`src/design/rds_pkg.sv`:
```
// Constants shared by the reset delay sequencer.
// Assumes a 100 MHz reference that runs from power-up onward.
package rds_pkg;
    // ==========================================================
    // Timing
    localparam int CLK_PERIOD_NS         = 10;
    localparam int POWER_ON_DELAY_NS     = 10000;
    localparam int STARTUP_REG_ON_NS     = 20000;
    localparam int STARTUP_REG_OFF_NS    = 64000000;
    localparam int INTERNAL_RESET_NS     = 20000;
    localparam int PLL_LOCK_TIME_NS      = 20000;
    localparam int MONITOR_HOLDOFF_NS    = 100000;
    // Least times round up
    localparam int POWER_ON_DELAY_CYC    = (POWER_ON_DELAY_NS + CLK_PERIOD_NS - 1) / CLK_PERIOD_NS;
    localparam int STARTUP_REG_ON_CYC    = (STARTUP_REG_ON_NS + CLK_PERIOD_NS - 1) / CLK_PERIOD_NS;
    localparam int STARTUP_REG_OFF_CYC   = (STARTUP_REG_OFF_NS + CLK_PERIOD_NS - 1) / CLK_PERIOD_NS;
    localparam int INTERNAL_RESET_CYC    = (INTERNAL_RESET_NS + CLK_PERIOD_NS - 1) / CLK_PERIOD_NS;
    localparam int PLL_LOCK_TIME_CYC     = (PLL_LOCK_TIME_NS + CLK_PERIOD_NS - 1) / CLK_PERIOD_NS;
    localparam int MONITOR_HOLDOFF_CYC   = (MONITOR_HOLDOFF_NS + CLK_PERIOD_NS - 1) / CLK_PERIOD_NS;
    localparam int OSC_STARTUP_PERIODS   = 1024;

    // ==========================================================
    // Counters and encodings
    typedef logic [22:0] rds_cnt_type;
    typedef logic [9:0]  rds_ost_type;
    typedef logic [2:0]  rds_osc_type;
    localparam rds_osc_type OSC_FAST_RC     = 3'h0;
    localparam rds_osc_type OSC_FAST_RC_PLL = 3'h1;
    localparam rds_osc_type OSC_PRIMARY     = 3'h2;
    localparam rds_osc_type OSC_PRIMARY_PLL = 3'h3;
    localparam rds_osc_type OSC_SECONDARY   = 3'h4;

    // Reset source vector positions
    localparam int EV_POR    = 0;
    localparam int EV_BOR    = 1;
    localparam int EV_PIN    = 2;
    localparam int EV_WDT    = 3;
    localparam int EV_SW     = 4;
    localparam int EV_ILLOP  = 5;
    localparam int EV_UNINIT = 6;
    localparam int EV_TRAP   = 7;

    // Cause register fields and oscillator control fields
    localparam int CAUSE_POR    = 0;
    localparam int CAUSE_BOR    = 1;
    localparam int CAUSE_WDT    = 4;
    localparam int CAUSE_SW     = 6;
    localparam int CAUSE_PIN    = 7;
    localparam int CAUSE_ILLOP  = 14;
    localparam int CAUSE_TRAP   = 15;
    localparam int OSCCTL_CUR_LSB = 12;
    localparam int OSCCTL_NEW_LSB = 8;
    localparam logic [15:0] CAUSE_RESET_VAL  = 16'h0003;
    localparam logic [15:0] OSCCTL_RESET_VAL = 16'h0000;

    typedef enum logic [2:0] {
        PH_POWER_ON = 3'b000,
        PH_STARTUP  = 3'b001,
        PH_INTERNAL = 3'b010,
        PH_WAKE     = 3'b011,
        PH_RUN      = 3'b100
    } rds_phase_type;
endpackage : rds_pkg

```
`src/design/rds_sequencer.sv`:
```
// Reset delay sequencer: holds system reset, qualifies the clock, releases execution.
// Assumes reset source pins are asynchronous; config, wake and cause write are on REF_CLK_I.
`timescale 1ns/10ps

// Functional notes
// - Power resets use initial select, others current
// - Release system reset after all reset delays expire
// - Clock qualification runs alongside reset delay
// - Power-on adds power-on delay; brown-out skips
// - Startup delay depends on regulator enable
// - Wake with regulator on inserts startup delay
// - Other resets hold internal reset time only
// - Count 1024 oscillator periods for crystal sources
// - Wait PLL lock time after oscillator count
// - Monitor hold-off after power-reset release for crystal/PLL
// - Monitor never checks before hold-off expires
// - No execution before clock is released
// - Missing clock falls back to fast RC, trap
// - Only cause and oscillator control vary
// - Oscillator control reset value follows source
// - Without switching, always use initial select
// - Software may set and clear cause flags
module rds_sequencer #(
    parameter int STARTUP_REG_OFF_CYC = rds_pkg::STARTUP_REG_OFF_CYC,
    parameter int MONITOR_HOLDOFF_CYC = rds_pkg::MONITOR_HOLDOFF_CYC
) (
    input  wire logic        REF_CLK_I,        // 100 MHz reference
    input  wire logic        SRST_I,           // Sync reset, acts as power-on
    input  wire logic [7:0]  RST_SRC_I,        // Reset source levels, async
    input  wire logic        OSC_I,            // Oscillator output, async
    input  wire logic        OSC_VALID_I,      // Clock present, async
    input  wire logic        WAKE_I,           // Wake from power-down pulse
    input  wire logic        REG_EN_I,         // On-chip regulator enabled
    input  wire logic        CLKSW_EN_I,       // Clock switching enabled
    input  wire logic        PRI_XTAL_I,       // Primary source is a crystal
    input  wire logic        MONITOR_EN_I,     // Fail-safe monitor enabled
    input  wire logic [2:0]  INIT_OSC_SEL_I,   // Initial oscillator select
    input  wire logic [2:0]  CUR_OSC_SEL_I,    // Current oscillator select
    input  wire logic        CAUSE_WE_I,       // Cause register write strobe
    input  wire logic [15:0] CAUSE_WDATA_I,    // Cause register write data
    output logic             SYSTEM_RESET_O,   // System reset, high active
    output logic             CLK_VALID_O,      // Clock released to system
    output logic             EXEC_EN_O,        // Core may execute
    output logic [2:0]       CLK_SEL_O,        // Selected clock source
    output logic             MONITOR_ACTIVE_O, // Monitor is checking
    output logic             OSC_FAIL_TRAP_O,  // Oscillator fail trap pulse
    output logic [15:0]      OSC_CTRL_O,       // Oscillator control reset value
    output logic [15:0]      RESET_CAUSE_O     // Reset cause flags
);

    // ==========================================================
    // State
    typedef struct packed {
        logic [7:0]            src_s1;
        logic [7:0]            src_s2;
        logic                  osc_s1;
        logic                  osc_s2;
        logic                  osc_s3;
        logic                  valid_s1;
        logic                  valid_s2;
        rds_pkg::rds_phase_type phase;
        rds_pkg::rds_cnt_type  dly;
        logic                  from_power;
        logic                  arm;
        rds_pkg::rds_osc_type  sel;
        rds_pkg::rds_ost_type  osc_startup_timer;
        logic                  ost_done;
        rds_pkg::rds_cnt_type  pll;
        rds_pkg::rds_cnt_type  hold;
        logic                  hold_on;
        logic                  system_reset;
        logic                  clk_ok;
        logic                  exec;
        logic                  mon;
        logic                  trap;
        logic [15:0]           osc_ctrl;
        logic [15:0]           cause;
    } rds_state_type;

    rds_state_type st_r;
    rds_state_type st_nxt;

    function automatic logic needs_ost(input rds_pkg::rds_osc_type s, input logic xtal);
        needs_ost = ((s == rds_pkg::OSC_PRIMARY || s == rds_pkg::OSC_PRIMARY_PLL) && xtal)
                    || s == rds_pkg::OSC_SECONDARY;
    endfunction : needs_ost

    function automatic logic needs_pll(input rds_pkg::rds_osc_type s);
        needs_pll = (s == rds_pkg::OSC_FAST_RC_PLL || s == rds_pkg::OSC_PRIMARY_PLL);
    endfunction : needs_pll

    logic any_other;
    logic osc_edge;
    assign any_other = |st_r.src_s2[7:2];
    // Rising edges only, so each step is one full oscillator period
    assign osc_edge  = st_r.osc_s2 & ~st_r.osc_s3;

    // ==========================================================
    // Next state
    always_comb
    begin
        st_nxt          = st_r;
        st_nxt.src_s1   = RST_SRC_I;
        st_nxt.src_s2   = st_r.src_s1;
        st_nxt.osc_s1   = OSC_I;
        st_nxt.osc_s2   = st_r.osc_s1;
        st_nxt.osc_s3   = st_r.osc_s2;
        st_nxt.valid_s1 = OSC_VALID_I;
        st_nxt.valid_s2 = st_r.valid_s1;
        st_nxt.trap     = 1'b0;
        st_nxt.arm      = 1'b0;

        // Reset delay phases
        unique case (st_r.phase)
            rds_pkg::PH_POWER_ON:
            begin
                if (st_r.dly == '0)
                begin
                    st_nxt.phase = rds_pkg::PH_STARTUP;
                    st_nxt.dly   = REG_EN_I ?
                        rds_pkg::rds_cnt_type'(rds_pkg::STARTUP_REG_ON_CYC - 1) :
                        rds_pkg::rds_cnt_type'(STARTUP_REG_OFF_CYC - 1);
                end
                else
                    st_nxt.dly = st_r.dly - 1'b1;
            end
            rds_pkg::PH_STARTUP:
            begin
                if (st_r.dly == '0)
                begin
                    st_nxt.phase = rds_pkg::PH_INTERNAL;
                    st_nxt.dly   = rds_pkg::rds_cnt_type'(rds_pkg::INTERNAL_RESET_CYC - 1);
                end
                else
                    st_nxt.dly = st_r.dly - 1'b1;
            end
            rds_pkg::PH_INTERNAL:
            begin
                if (st_r.dly == '0)
                begin
                    st_nxt.phase   = rds_pkg::PH_RUN;
                    // Hold-off only for crystal or PLL after a power reset
                    st_nxt.hold_on = 1'b1;
                    st_nxt.hold    = (st_r.from_power && (needs_ost(st_r.sel, PRI_XTAL_I)
                                      || needs_pll(st_r.sel))) ?
                                     rds_pkg::rds_cnt_type'(MONITOR_HOLDOFF_CYC - 1) : '0;
                end
                else
                    st_nxt.dly = st_r.dly - 1'b1;
            end
            rds_pkg::PH_RUN:
            begin
                if (WAKE_I && REG_EN_I)
                begin
                    st_nxt.phase = rds_pkg::PH_WAKE;
                    st_nxt.dly   = rds_pkg::rds_cnt_type'(rds_pkg::STARTUP_REG_ON_CYC - 1);
                end
            end
            rds_pkg::PH_WAKE:
            begin
                if (st_r.dly == '0)
                    st_nxt.phase = rds_pkg::PH_RUN;
                else
                    st_nxt.dly = st_r.dly - 1'b1;
            end
            default:
            begin
                st_nxt.phase = rds_pkg::PH_POWER_ON;
                st_nxt.dly   = rds_pkg::rds_cnt_type'(rds_pkg::POWER_ON_DELAY_CYC - 1);
            end
        endcase

        // Clock qualification, independent of the reset phase
        if (!st_r.ost_done)
        begin
            if (osc_edge)
            begin
                st_nxt.osc_startup_timer = st_r.osc_startup_timer + 1'b1;
                if (st_r.osc_startup_timer == rds_pkg::rds_ost_type'(rds_pkg::OSC_STARTUP_PERIODS - 1))
                    st_nxt.ost_done = 1'b1;
            end
        end
        else if (st_r.pll != '0)
            st_nxt.pll = st_r.pll - 1'b1;
        st_nxt.clk_ok = st_r.clk_ok || (st_r.ost_done && st_r.pll == '0);

        // Monitor hold-off, then one check when monitoring starts
        if (st_r.hold_on)
        begin
            if (st_r.hold == '0)
            begin
                st_nxt.hold_on = 1'b0;
                st_nxt.mon     = MONITOR_EN_I;
                if (MONITOR_EN_I && !st_r.valid_s2)
                begin
                    st_nxt.sel      = rds_pkg::OSC_FAST_RC;
                    st_nxt.trap     = 1'b1;
                    st_nxt.ost_done = 1'b1;
                    st_nxt.pll      = '0;
                    st_nxt.clk_ok   = 1'b1;
                end
            end
            else
                st_nxt.hold = st_r.hold - 1'b1;
        end

        // Reset sources override, power-on first
        if (st_r.src_s2[rds_pkg::EV_POR] || st_r.src_s2[rds_pkg::EV_BOR] || any_other)
        begin
            st_nxt.hold_on = 1'b0;
            st_nxt.mon     = 1'b0;
            st_nxt.trap    = 1'b0;
            if (st_r.src_s2[rds_pkg::EV_POR])
            begin
                st_nxt.phase = rds_pkg::PH_POWER_ON;
                st_nxt.dly   = rds_pkg::rds_cnt_type'(rds_pkg::POWER_ON_DELAY_CYC - 1);
            end
            else if (st_r.src_s2[rds_pkg::EV_BOR])
            begin
                st_nxt.phase = rds_pkg::PH_STARTUP;
                st_nxt.dly   = REG_EN_I ?
                    rds_pkg::rds_cnt_type'(rds_pkg::STARTUP_REG_ON_CYC - 1) :
                    rds_pkg::rds_cnt_type'(STARTUP_REG_OFF_CYC - 1);
            end
            else
            begin
                st_nxt.phase = rds_pkg::PH_INTERNAL;
                st_nxt.dly   = rds_pkg::rds_cnt_type'(rds_pkg::INTERNAL_RESET_CYC - 1);
            end
            st_nxt.from_power = st_r.src_s2[rds_pkg::EV_POR] || st_r.src_s2[rds_pkg::EV_BOR];
            st_nxt.arm        = st_nxt.from_power;
            st_nxt.sel        = (CLKSW_EN_I && !st_nxt.from_power) ?
                                CUR_OSC_SEL_I : INIT_OSC_SEL_I;
        end

        // Re-arm qualification; counts run while reset delays proceed
        if (st_r.arm)
        begin
            st_nxt.osc_startup_timer      = '0;
            st_nxt.ost_done = !needs_ost(st_r.sel, PRI_XTAL_I);
            st_nxt.pll      = needs_pll(st_r.sel) ?
                              rds_pkg::rds_cnt_type'(rds_pkg::PLL_LOCK_TIME_CYC) : '0;
            st_nxt.clk_ok   = 1'b0;
        end

        st_nxt.system_reset = !(st_nxt.phase == rds_pkg::PH_RUN || st_nxt.phase == rds_pkg::PH_WAKE);
        // Wake holds execution but not the system reset
        st_nxt.exec   = !st_r.system_reset && st_r.clk_ok && st_r.phase == rds_pkg::PH_RUN;

        // Only these two registers depend on the reset kind
        st_nxt.osc_ctrl = rds_pkg::OSCCTL_RESET_VAL;
        st_nxt.osc_ctrl[rds_pkg::OSCCTL_CUR_LSB +: 3] = st_nxt.sel;
        st_nxt.osc_ctrl[rds_pkg::OSCCTL_NEW_LSB +: 3] = st_nxt.sel;

        // Cause flags: software write first, hardware set wins
        if (CAUSE_WE_I)
            st_nxt.cause = CAUSE_WDATA_I;
        if (st_r.src_s2[rds_pkg::EV_POR])
            st_nxt.cause = rds_pkg::CAUSE_RESET_VAL;
        else if (st_r.src_s2[rds_pkg::EV_BOR])
        begin
            st_nxt.cause = st_nxt.cause & (16'h0001 << rds_pkg::CAUSE_PIN);
            st_nxt.cause[rds_pkg::CAUSE_BOR] = 1'b1;
        end
        if (st_r.src_s2[rds_pkg::EV_PIN])
            st_nxt.cause[rds_pkg::CAUSE_PIN] = 1'b1;
        if (st_r.src_s2[rds_pkg::EV_WDT])
            st_nxt.cause[rds_pkg::CAUSE_WDT] = 1'b1;
        if (st_r.src_s2[rds_pkg::EV_SW])
            st_nxt.cause[rds_pkg::CAUSE_SW] = 1'b1;
        if (st_r.src_s2[rds_pkg::EV_ILLOP] || st_r.src_s2[rds_pkg::EV_UNINIT])
            st_nxt.cause[rds_pkg::CAUSE_ILLOP] = 1'b1;
        if (st_r.src_s2[rds_pkg::EV_TRAP])
            st_nxt.cause[rds_pkg::CAUSE_TRAP] = 1'b1;
    end

    // ==========================================================
    // Registers
    always_ff @(posedge REF_CLK_I)
    begin
        if (SRST_I)
        begin
            st_r          <= '0;
            st_r.phase    <= rds_pkg::PH_POWER_ON;
            st_r.dly      <= rds_pkg::rds_cnt_type'(rds_pkg::POWER_ON_DELAY_CYC - 1);
            st_r.from_power <= 1'b1;
            st_r.system_reset   <= 1'b1;
            st_r.cause    <= rds_pkg::CAUSE_RESET_VAL;
            st_r.osc_ctrl <= rds_pkg::OSCCTL_RESET_VAL;
        end
        else
            st_r <= st_nxt;
    end

    assign SYSTEM_RESET_O   = st_r.system_reset;
    assign CLK_VALID_O      = st_r.clk_ok;
    assign EXEC_EN_O        = st_r.exec;
    assign CLK_SEL_O        = st_r.sel;
    assign MONITOR_ACTIVE_O = st_r.mon;
    assign OSC_FAIL_TRAP_O  = st_r.trap;
    assign OSC_CTRL_O       = st_r.osc_ctrl;
    assign RESET_CAUSE_O    = st_r.cause;

    // ==========================================================
    // Assertions
    a_exec_needs_clk: assert property (@(posedge REF_CLK_I) disable iff (SRST_I)
        EXEC_EN_O |-> $past(st_r.clk_ok) && !$past(st_r.system_reset))
        else $error("execution enabled without released clock");

    a_release_after_isr: assert property (@(posedge REF_CLK_I) disable iff (SRST_I)
        $fell(SYSTEM_RESET_O) |-> $past(st_r.phase) == rds_pkg::PH_INTERNAL && $past(st_r.dly) == '0)
        else $error("system reset released early");

    a_por_to_startup: assert property (@(posedge REF_CLK_I) disable iff (SRST_I)
        (st_r.phase == rds_pkg::PH_POWER_ON && st_r.dly == '0 && st_r.src_s2 == '0 && REG_EN_I)
        |=> st_r.phase == rds_pkg::PH_STARTUP
            && st_r.dly == rds_pkg::rds_cnt_type'(rds_pkg::STARTUP_REG_ON_CYC - 1))
        else $error("startup delay not loaded");

    a_pin_internal: assert property (@(posedge REF_CLK_I) disable iff (SRST_I)
        (st_r.src_s2 == (8'h01 << rds_pkg::EV_PIN))
        |=> st_r.phase == rds_pkg::PH_INTERNAL && SYSTEM_RESET_O
            && st_r.dly == rds_pkg::rds_cnt_type'(rds_pkg::INTERNAL_RESET_CYC - 1))
        else $error("pin reset not internal delay");

    a_sel_by_kind: assert property (@(posedge REF_CLK_I) disable iff (SRST_I)
        (st_r.src_s2 == (8'h01 << rds_pkg::EV_WDT) && CLKSW_EN_I) |=> CLK_SEL_O == $past(CUR_OSC_SEL_I))
        else $error("watchdog reset used wrong select");

    a_sel_power: assert property (@(posedge REF_CLK_I) disable iff (SRST_I)
        (st_r.src_s2[rds_pkg::EV_POR] || !CLKSW_EN_I && any_other) |=> CLK_SEL_O == $past(INIT_OSC_SEL_I))
        else $error("initial select not used");

    a_holdoff_first: assert property (@(posedge REF_CLK_I) disable iff (SRST_I)
        $rose(MONITOR_ACTIVE_O) |-> $past(st_r.hold_on) && $past(st_r.hold) == '0)
        else $error("monitor started before hold-off");

    a_trap_fallback: assert property (@(posedge REF_CLK_I) disable iff (SRST_I)
        OSC_FAIL_TRAP_O |-> CLK_SEL_O == rds_pkg::OSC_FAST_RC && CLK_VALID_O ##1 !OSC_FAIL_TRAP_O)
        else $error("fallback or trap wrong");

    a_ost_gates_clk: assert property (@(posedge REF_CLK_I) disable iff (SRST_I)
        $rose(CLK_VALID_O) && !OSC_FAIL_TRAP_O |-> $past(st_r.ost_done) && $past(st_r.pll) == '0)
        else $error("clock released before count");

    a_osc_ctrl_sel: assert property (@(posedge REF_CLK_I) disable iff (SRST_I)
        OSC_CTRL_O[rds_pkg::OSCCTL_CUR_LSB +: 3] == CLK_SEL_O)
        else $error("oscillator control value mismatch");

    a_cause_set_wins: assert property (@(posedge REF_CLK_I) disable iff (SRST_I)
        (st_r.src_s2[rds_pkg::EV_WDT] && CAUSE_WE_I) |=> RESET_CAUSE_O[rds_pkg::CAUSE_WDT])
        else $error("cause flag set lost to write");

endmodule : rds_sequencer

```
`config.mk`:
```
export PLATFORM = sky130hd
export DESIGN_NAME = rds_sequencer
export DESIGN_NICKNAME = d
export VERILOG_FILES = /design/src/design/rds_pkg.sv /design/src/design/rds_sequencer.sv
export SDC_FILE = /design/constraint.sdc
export NUM_CORES = 1
export LEC_CHECK = 0
export ABC_AREA = 1
export BUFFER_PORTS_ARGS = -buffer_cell sky130_fd_sc_hd__buf_4
export CORE_UTILIZATION = 39
export DETAILED_ROUTE_END_ITERATION = 10
export PLACE_DENSITY = 0.55
export SYNTH_ARGS = -nofsm -noshare
export SYNTH_HDL_FRONTEND = slang
export SYNTH_SLANG_ARGS = --single-unit
export TNS_END_PERCENT = 50
```
`constraint.sdc`:
```
create_clock -name REF_CLK_I -period 2.4 [get_ports REF_CLK_I]
set_input_delay 0.24 -clock REF_CLK_I [delete_from_list [all_inputs] [get_ports REF_CLK_I]]
set_output_delay 0.24 -clock REF_CLK_I [all_outputs]
set_load 0.05 [all_outputs]
```
==> After elaboration in Yosys (flattened, before gate mapping) <==
Index checks and enable logic that the tools add are counted.
{ "totals": {"rom_bits": 0, "latch_bits": 0, "memories": 0, "ff_bits": 147, "inputBits": 40, "mem_bits_rw": 0, "wordCells": 140} }
{ "classes": {"order_cmp": 0, "n_mux": 43, "addsub": 4, "shift": 0, "n_div": 0, "n_reduce_logical": 43, "bitwise_logic": 6, "multipliers": 0, "eq_ne": 13} }
{ "ops": {"columns": ["op", "n"], "rows": [
  ["$mux 23", 7],
  ["$mux 24", 5],
  ["$pmux 26 s4", 1],
  ["$logic_not 23->1", 3],
  ["$sub 23x1->23 const B", 3],
  ["$mux 25", 2],
  ["$mux 16", 3],
  ["$mux 48", 1],
  ["$mux 31", 1],
  ["$mux 26", 1],
  ["$reduce_bool 23->1", 1],
  ["$mux 3", 7],
  ["$reduce_bool 4->1", 4],
  ["$eq 3x2->1 const B", 5],
  ["$mux 14", 1],
  ["$mux 1", 13],
  ["$mux 11", 1],
  ["$add 10x1->10 const B", 1],
  ["$eq 10x10->1 const B", 1],
  ["$reduce_or 2->1", 5],
  ["$eq 3x3->1 const B", 3],
  ["$logic_or 1x1->1", 9],
  ["$logic_and 1x1->1", 8],
  ["$eq 3x1->1 const B", 2],
  ["11 further kinds", 21]
]} }

==> Longest topological paths before layout <==
Gate-level depths: netlist of the first run.
{ "depth": {"word_depth": 12, "mapped_depth": 14, "mapped_depth_nobuf": 14} }

==> Least setup slack after synthesis of the first run <==
Ideal clock, no wire load.
{ "synth_timing": {"path_kind": "reg-to-reg", "from": "reg st_r[100] in the netlist's numbering", "to": "reg st_r[115] in the netlist's numbering", "arrival_time_ns": 1.692, "required_time_ns": 2.281, "path_buffers": 1, "setup_ns": 0.119, "stages_incl_launch_ff": 13, "slack_ns": 0.588, "cell_sequence": "dfxtp_1 -> inv_1 -> ha_1 -> nand2_2 -> nor2_8 -> nand3_4 -> nor2_8 -> nand2_2 -> o21ai_2 -> nand2_2 -> buf_2 -> o21ai_0 -> a21oi_1"} }
{ "synth_via": {"elab_chain_cells": 4, "elab_cells_between_ends": 9} }
{ "synth_rtl": {"columns": ["item", "line", "rtl"], "rows": [
  ["start, declared", "rds_sequencer.sv:80", "rds_state_type st_r;"],
  ["start signal, assigned", "rds_sequencer.sv:292", "st_r <= st_nxt;"],
  ["$sub 23x1->23 or $logic_not 23->1 (tied branches)", null, null],
  ["$mux 23 (on tied branches)", null, null],
  ["$pmux 26 s4", "rds_sequencer.sv:114", "unique case (st_r.phase)"],
  ["$mux 31", "rds_sequencer.sv:208", "if (st_r.src_s2[rds_pkg::EV_POR] || st_r.src_s2[rds_pkg::EV_BOR] || any_other)"]
]} }
Parallel ways exist; a longest one is shown, timed or not. The select of a mux whose other input is x is not followed.
A chain may end at the register's enable or synchronous reset.

==> Worst setup path in the final report of the first run <==
{ "layout_timing": {"from": "reg st_r[38] in the netlist's numbering", "to": "reg st_r[71] in the netlist's numbering"} }
{ "layout_via": {"elab_chain_cells": 4} }
{ "layout_rtl": {"columns": ["item", "line", "rtl"], "rows": [
  ["$logic_not 23->1", "rds_sequencer.sv:190", "if (st_r.hold == '0)"],
  ["$mux 24", "rds_sequencer.sv:190", null],
  ["$mux 48", "rds_sequencer.sv:188", "if (st_r.hold_on)"],
  ["$mux 24", "rds_sequencer.sv:237", "if (st_r.arm)"]
]} }
Every way passes these cells.

==> out/metrics.yaml, run 1 <==
htree_num_levels: 4
max-cap-violations: 0
r2r_start: "st_r[38]"
start_kind: "flip-flop"
p_leak_nw: 3.80
clk_pin_slew_ps: 70
cts_setup_buffers: 0
period_needed_ps: 2140
wirelength_mm: 17.5
hold_path_startpoint: "RST_SRC_I[3]"
status: "completed"
grt_usage_pct: 20.3
timing.fmax_mhz: 467
clock-sinks: 131
r2r_setup_slack_ps: 260
mostFrequentLayoutCell: "nand2_1"
synthFlopType: "dfxtp_1"
n_fill_cell: 1834
grt_max_degree: 32
core_sq_um: 17400
setup_viol_count_final: 0
cts_tree: "built"
synth_seq_cells: 131
synthCells: 1044
cts_max_path_buffers: 2
crit_family: "simple AND/OR/NAND/NOR gates"
gp_routability_congestion: 0.867
avgRoutedWirePerCell_um: 13.1
cpMaxStageDelayCell: "dfxtp_1"
port_buffers: 69
syn_to_final_growth_pct: 17.6
fin_nets: 1147
seq_area_sq_um: 2620
cts-root-buf: "clkbuf_16"
min_path_cells: 3
rr_endpoint: "st_r[71]"
crit_top_cell: "nand2_1"
initial_core_util_pct: 40.3
route.detailed.drc: 0
setup_slack_ps: 257
netlist_area_sq_um: 7020
worstPathCellList: "inv_1 -> ha_1 -> nand2_1 -> nor3_2 -> nand3_1 -> nor2_2 -> nand3b_2 -> nand2_4 -> inv_1 -> nand2_1 -> nand2_1"
period_share_pct: 89.3
synthArstFlopShare_pct: 0
critPathBufInv: 2
drive_gt1_share_pct: 13.6
rsz0062_at_grt: "no"
grt_pass1_wl_mm: 29.7
first_iter_violations: 389
whs_endpoint: "st_nxt[134]"
drv_slew: 0
multi_input_area_sq_um: 3590
maxSlewHeadroom_pct: 61.0
dieArea_sq_um: 18500
vias: 6520
gr-total-overflow: 0
yosys_warnings: 0
rows: 48
tns_ps: 0
io_pins: 80
hp-class: "in -> reg"
yosysSeqAreaShare_pct: 37.4
cpPeakStageDelay_ps: 310
firstDrtPassIters: 5
critPathCaptureType: "flip-flop"
synth_edf_count: 0
antenna_found_initial: 0
hold_viol_final: 0
numCtsBuffers: 17
worstSetupPathType: "reg -> reg"
path_max_fanout: 19
antenna_cells: 0
avgSynthCellArea_sq_um: 6.72
place_worst_setup_slack_ps: 216
drt.antenna.violating_nets: 0
grt_pass1_vias: 6075
ir_drop_mv: 0.639
clkLatencyLatePin_ps: 430
die_h_um: 136
p_per_area_nw_per_um2: 936
hpwl_mm: 13.1
cp.arrival_ps: 2450
die_x_um: 136
finalClockSkew_ps: 13.5
worst_slew_pin_slew_ps: 583
routed_via_density: 4.87
final_cell_mix: "nand2_1 (207), nor2_1 (179), dfxtp_1 (131), inv_1 (122)"
rr_worst_depth: 11
worstPathRequired_ps: 2710
ys_types: 46
==> metal layers <==
metal | vias up | part of all wire, % | wire [um] | GRT usage (%)
li1 | 3433 | - | - | -
met1 | 2949 | 51 | 8870 | 27.6
met2 | 123 | 45 | 7910 | 32.0
met3 | 15 | 3.4 | 589 | 4.03
met4 | 0 | 0.98 | 172 | 6.48
met5 | - | 0 | 0 | 0
==> report_power, final <==
part	switching, mW	total [mW]	internal [mW]
Sequential	0.135	2.46	2.32
Combinational	1.62	2.55	0.926
Clock	1.13	2.71	1.58
==> worst max-delay path by stage <==
stage / start / to / slack (ps) / cells past startpoint
after floorplan: st_r[100] / st_r[115] / 590 / 12
after global placement: st_r[38] / st_r[70] / 290 / 11
after detailed placement: st_r[100] / st_r[114] / 220 / 12
after CTS: st_r[100] / st_r[111] / 200 / 12
after global routing: st_r[38] / st_r[69] / 30 / 11
final: st_r[38] / st_r[71] / 260 / 11
==> timing repair <==
action,CTS,global route
setup endpoints to repair,0,7
resized for setup,0,1
hold endpoints to repair,2,0
hold buffers,2,0
==> worst reg2reg max path: cells and delay by family, from the launching register on <==
family	cells	cell delay, ps
adders and majority gates	1	260
buffers and inverters	2	240
DFF	1	310
and+or+nand+nor	8	1210
==> metrics by stage <==
step	cell area (sq um)	util [%]	cells	total power, mW	hold WS [ps]
after global routing	8250	47.4	1340	8.21	0.692
after floorplan	7050	-	1053	4.52	347
after detailed placement	7610	43.7	1306	5.03	393
after CTS	8240	47.3	1340	7.78	0.0437
final	8250	47.4	1340	7.72	14.8
after global placement	7610	43.7	1306	5.05	390
==> registers in the layout, summed over array words and instances, names as in the netlist <==
signal,count
MONITOR_ACTIVE_O,1
st_r,96
OSC_FAIL_TRAP_O,1
CLK_SEL_O,2
CLK_VALID_O,1
st_nxt,11
OSC_CTRL_O,1
RESET_CAUSE_O,16
EXEC_EN_O,1
SYSTEM_RESET_O,1
==> logic make-up after synthesis <==
group / Yosys count / share of synthesized area, %
AOI/OAI and AO/OA: 148 / 11.5
xor gates and xnor gates: 34 / 4.24
adders and majority gates: 5 / 0.892
buffers and inverters: 182 / 11.9
DFF: 131 / 37.4
muxes: 3 / 0.482
other: 1 / 0.0535
and+or+nand+nor: 540 / 33.5
==> final cells by class <==
| cell class | instances | area share (%) |
|---|---|---|
| Inverter | 126 | 5.73 |
| Tap cell | 225 | 3.41 |
| Multi-Input combinational cell | 740 | 43.6 |
| Timing Repair Buffer | 86 | 8.04 |
| Sequential cell | 131 | 31.8 |
| Clock inverter | 15 | 2.28 |
| Clock buffer | 17 | 5.16 |
==> Yosys cell counts, types with 3 or more instances <==
master / number / area [sq um]
o31ai_1: 6 / 45.0
buf_1: 3 / 11.3
dfxtp_1: 131 / 2620
nand4_1: 14 / 87.6
mux2_2: 3 / 33.8
xor2_1: 19 / 166
nand2_2: 5 / 31.3
o211ai_1: 5 / 37.5
buf_4: 36 / 270
xnor2_1: 15 / 131
o21ai_0: 42 / 210
inv_1: 122 / 458
or2_2: 3 / 18.8
ha_1: 5 / 62.6
nor2_2: 9 / 56.3
nor3_1: 27 / 135
nor2_1: 179 / 672
clkbuf_1: 12 / 45.0
a21oi_1: 83 / 415
buf_2: 3 / 15.0
o21ai_1: 3 / 15.0
nand3_1: 78 / 390
nand2_1: 207 / 777
nor4_1: 5 / 31.3
Note: power is estimated with default switching activity, not from simulation.
==> run 2, diff against run 1 <==
--- a/config.mk
+++ b/config.mk
@@ -8,7 +8,10 @@
 export ABC_AREA = 1
 export BUFFER_PORTS_ARGS = -buffer_cell sky130_fd_sc_hd__buf_4
-export CORE_UTILIZATION = 39
+export CAP_MARGIN = 20
+export CELL_PAD_IN_SITES_DETAIL_PLACEMENT = 0
+export CELL_PAD_IN_SITES_GLOBAL_PLACEMENT = 2
+export CORE_UTILIZATION = 33
 export DETAILED_ROUTE_END_ITERATION = 10
-export PLACE_DENSITY = 0.55
+export PLACE_DENSITY = 0.79
 export SYNTH_ARGS = -nofsm -noshare
 export SYNTH_HDL_FRONTEND = slang
==> constraint.sdc (replaced) <==
create_clock -name REF_CLK_I -period 2.4 [get_ports REF_CLK_I]
set_input_delay 0.24 -clock REF_CLK_I [delete_from_list [all_inputs] [get_ports REF_CLK_I]]
set_output_delay 0.24 -clock REF_CLK_I [all_outputs]
set_load 0.02 [all_outputs]
==> out/metrics.yaml, run 2 (synthesized netlist as in run 1, its figures left out) <==
status: "completed"
worstPathRequired_ps: 2750
grt_max_degree: 32
p_leak_nw: 3.85
clkLatencyLatePin_ps: 430
htree_num_levels: 4
place_worst_setup_slack_ps: 195
clk_pin_slew_ps: 70
drv_slew: 0
max-cap-violations: 0
clkPwrFrac_pct: 34.7
final_cell_mix: "nand2_1 (207), nor2_1 (179), dfxtp_1 (131), inv_1 (122), buf_4 (95)"
grt_pass1_wl_mm: 31.7
largest_reg_flops: 96
cpMaxStageDelayCell: "dfxtp_1"
timing.fmax_mhz: 463
period_needed_ps: 2160
setup_slack_ps: 242
path_max_fanout: 14
grt_pass1_vias: 6120
setup_viol_count_final: 0
sequentialPowerShare_pct: 32.6
hpwl_mm: 14.3
ir_drop_mv: 0.439
firstDrtPassIters: 5
rows: 52
syn_to_final_growth_pct: 19.7
stdcell_area_sq_um: 8400
route.detailed.drc: 0
first_iter_violations: 297
dieArea_sq_um: 21800
finalClockSkew_ps: 15.5
p_comb_share_pct: 32.7
placed_area_sq_um: 7740
wirelength_mm: 19.1
holdWs_ps: 17.0
die_x_um: 148
routed_via_density: 4.68
hp-class: "in -> reg"
start_kind: "flip-flop"
antenna_found_initial: 0
finalPower_mw: 7.55
p_sw_mw: 2.82
switching_share_pct: 37.3
drt.antenna.violating_nets: 0
cts_tree: "built"
cp.arrival_ps: 2510
io_pins: 80
port_buffers: 69
drive_gt1_share_pct: 14.4
cts-root-buf: "clkbuf_16"
antenna_cells: 0
die_h_um: 148
gp_routability_congestion: 0.789
worstPathCellList: "inv_1 -> ha_1 -> nand2_2 -> nor2_8 -> nand3_4 -> nor2_8 -> nand2_2 -> o21ai_2 -> nand2_4 -> nand2_1 -> nand2_1 -> a21oi_1"
numCtsBuffers: 17
period_share_pct: 89.9
vias: 6556
worstSetupPathType: "reg -> reg"
p_per_area_nw_per_um2: 899
tns_ps: 0
cts_setup_buffers: 0
initial_core_util_pct: 34.1
cts_max_path_buffers: 2
rsz0062_at_grt: "no"
hold_viol_final: 0
critPathCaptureType: "flip-flop"
avgRoutedWirePerCell_um: 13.6
regMostFlops: "st_r"
gr-total-overflow: 0
mostFrequentLayoutCell: "nand2_1"
p_int_mw: 4.73
fin_nets: 1163
core_sq_um: 20600
clock-sinks: 131
grt_usage_pct: 18.4
cpPeakStageDelay_ps: 310
run 2: area by class of cell:
type                            count  area [sq um]
Fill cell                        2259         12200
Multi-Input combinational cell    740          3590
Sequential cell                   131          2620
Timing Repair Buffer              102           783
Inverter                          126           473
Clock buffer                       17           425
Tap cell                          270           338
Clock inverter                     15           161
run 2: power by group through the flow:
stage,Sequential (mW),Clock (mW),Combinational (mW)
finish,2.46,2.62,2.47
global route,2.48,2.80,2.79
CTS,2.46,2.70,2.52
detailed placement,2.51,0,2.49
global placement,2.51,0,2.53
floorplan,2.47,0,1.94
run 2: final timing paths:
| kind | startpoint | endpoint | slack (ps) | cells after the start |
|---|---|---|---|---|
| max reg2reg | st_r[100] | st_r[111] | 240 | 12 |
| min reg2reg | st_nxt[135] | st_r[135] | 400 | 2 |
| min | RST_SRC_I[5] | st_nxt[136] | 20 | 3 |
| max | st_r[100] | st_r[111] | 240 | 12 |
run 2: worst max-delay path: cells and delay by family (launching register included):
| kind | cells | cell delay [ps] |
|---|---|---|
| adders and majority gates | 1 | 210 |
| and+or+nand+nor | 8 | 1220 |
| AOI/OAI and AO/OA | 2 | 240 |
| buffers and inverters | 1 | 110 |
| DFF | 1 | 310 |
run 2: what timing repair did:
item                                   4_1_cts  5_1_grt
hold buffers                                 7        0
endpoints found under the hold margin        7        0
resized for setup                            0        1
setup endpoints to repair                    0        3
run 2: layer usage:
metal / vias up / global-route usage, % / wire (um)
met4: 0 / 5.00 / 166
met2: 90 / 29.0 / 8700
met5: - / 0 / 0
li1: 3457 / - / -
met3: 12 / 4.57 / 707
met1: 2997 / 25.0 / 9530
run 2: stage by stage:
step / std cells / utilization, %
after CTS: 1401 / 40.8
after global routing: 1401 / 40.8
after global placement: 1362 / 37.6
after floorplan: 1053 / -
final: 1401 / 40.8
after detailed placement: 1362 / 37.6
==> run 3, diff against run 2 <==
- CORE_UTILIZATION: 33 -> 29
- MAX_ROUTING_LAYER: default -> met4
- PLACE_DENSITY: 0.79 -> 0.73
- clock period: 2.4 -> 1.98 ns (I/O delays scaled with it)
==> out/metrics.yaml, run 3 (synthesized netlist as in run 1, its figures left out) <==
status: "completed"
core_sq_um: 23600
route.met3.wl_um: 519
finalClockSkew_ps: 11.7
wirelength_mm: 20.2
grt_usage_pct: 17.9
p_comb_share_pct: 34.5
route.detailed.drc: 0
n_fill_cell: 2587
first_iter_violations: 318
drive_gt1_share_pct: 18.0
routed_via_density: 4.42
cts_tree: "built"
critPathCaptureType: "flip-flop"
worstSetupPathType: "reg -> reg"
r2r_start: "st_r[101]"
mostFrequentLayoutCell: "nand2_1"
cts-root-buf: "clkbuf_16"
hpwl_mm: 15.4
regMostFlops: "st_r"
die_h_um: 158
syn_to_final_growth_pct: 26.3
htree_num_levels: 4
path_max_fanout: 5
cp.arrival_ps: 2140
p_sw_mw: 3.49
drt.antenna.violating_nets: 0
avgRoutedWirePerCell_um: 13.6
m1WireLength_mm: 10.4
stdcell_area_sq_um: 8860
cp-startpoint: "st_r[101]"
clock-sinks: 131
rr_endpoint: "st_r[103]"
place_worst_setup_slack_ps: 8.09
hold_viol_final: 0
gr-total-overflow: 0
cts_max_path_buffers: 2
rsz0062_at_grt: "yes"
crit_path_end: "st_r[103]"
rr_worst_depth: 14
setup_slack_ps: 144
grt_pass1_vias: 6399
highest_layer: "met4"
final_cell_mix: "nand2_1 (204), nor2_1 (175), dfxtp_1 (131), buf_4 (128), inv_1 (122)"
worstPathRequired_ps: 2280
r2r_setup_slack_ps: 140
grt_max_degree: 30
vias: 6587
antenna_found_initial: 0
drv_slew: 0
dieArea_sq_um: 24800
finalPower_mw: 9.44
die_x_um: 158
placedCellCount: 1446
sequentialPowerShare_pct: 31.6
clkLatencyLatePin_ps: 420
maxSlewHeadroom_pct: 62.0
start_kind: "flip-flop"
numCtsBuffers: 17
clkPwrFrac_pct: 33.9
tns_ps: 0
p_per_area_nw_per_um2: 1070
placed_area_sq_um: 8090
firstDrtPassIters: 4
finalNonFillerCells: 1491
setup_viol_count_final: 0
p_leak_nw: 4.05
worst_slew_pin_slew_ps: 565
largest_reg_flops: 96
rows: 56
grt_pass1_wl_mm: 33.3
hp-class: "in -> reg"
port_buffers: 69
max-cap-violations: 0
antenna_cells: 0
period_share_pct: 92.7
gp_routability_congestion: 0.799
initial_core_util_pct: 29.7
wl_met2_mm: 9.23
io_pins: 80
switching_share_pct: 37.0
fin_nets: 1204
timing.fmax_mhz: 545
period_needed_ps: 1840
ir_drop_mv: 0.546
clk_pin_slew_ps: 70
p_int_mw: 5.95
-- run 3: power groups by stage --
stage	Combinational [mW]	Clock [mW]	Sequential (mW)
after global placement	3.28	0	3.04
after floorplan	2.36	0	3.00
after global routing	3.75	3.40	3.01
final	3.26	3.20	2.98
after detailed placement	3.27	0	3.04
after CTS	3.30	3.29	2.98
-- run 3: worst min path at each step --
stage | start | end | slack, ps | depth (start not counted)
finish | CAUSE_WDATA_I[11] | RESET_CAUSE_O[11] | 30 | 3
global route | CAUSE_WDATA_I[2] | RESET_CAUSE_O[2] | 20 | 3
CTS | CAUSE_WDATA_I[2] | RESET_CAUSE_O[2] | 7 | 3
detailed placement | st_nxt[129] | st_nxt[128] | 390 | 2
global placement | st_nxt[138] | st_r[138] | 390 | 2
floorplan | OSC_VALID_I | st_nxt[126] | 300 | 2
-- run 3: stage by stage --
step	util, %	hold slack (ps)
2_1_floorplan	-	305
3_3_place_gp	34.2	389
3_5_place_dp	34.2	392
4_1_cts	37.2	6.60
5_1_grt	37.5	16.7
6_report	37.5	29.0
-- run 3: metal layers --
layer	up-vias	global-route usage, %
met1	2965	23.4
li1	3539	-
met3	4	3.30
met4	0	4.44
met5	-	-
met2	79	28.2
-- run 3: layout make-up --
type / instances / area [sq um] / share of cell area, %
clock buffer: 17 / 425 / 4.80
clock inverter: 15 / 169 / 1.91
inverter: 126 / 473 / 5.34
multi-input combinational: 740 / 3640 / 41.1
sequential: 131 / 2620 / 29.6
tap: 319 / 399 / 4.50
timing repair buffer: 143 / 1130 / 12.8
-- run 3: repair_timing --
action	4_1_cts	5_1_grt
cloned	0	0
pin swaps	0	4
hold endpoints to repair	11	0
endpoints found under the setup margin	5	50
hold buffers	11	0
setup buffers	0	2
resized for setup	1	19
-- run 3: worst max-delay path, stage by stage, from the launching register on --
cell and delay [ps]:
dfxtp_1 330, inv_1 80, ha_4 170, nand2_2 120, nor2_8 60, nand3_4 90, nor2_8 60, buf_4 140
a21oi_2 200, nor2_1 70, buf_4 160, nand2_1 60, nand2_1 50, nor2_1 90, nor2_1 40
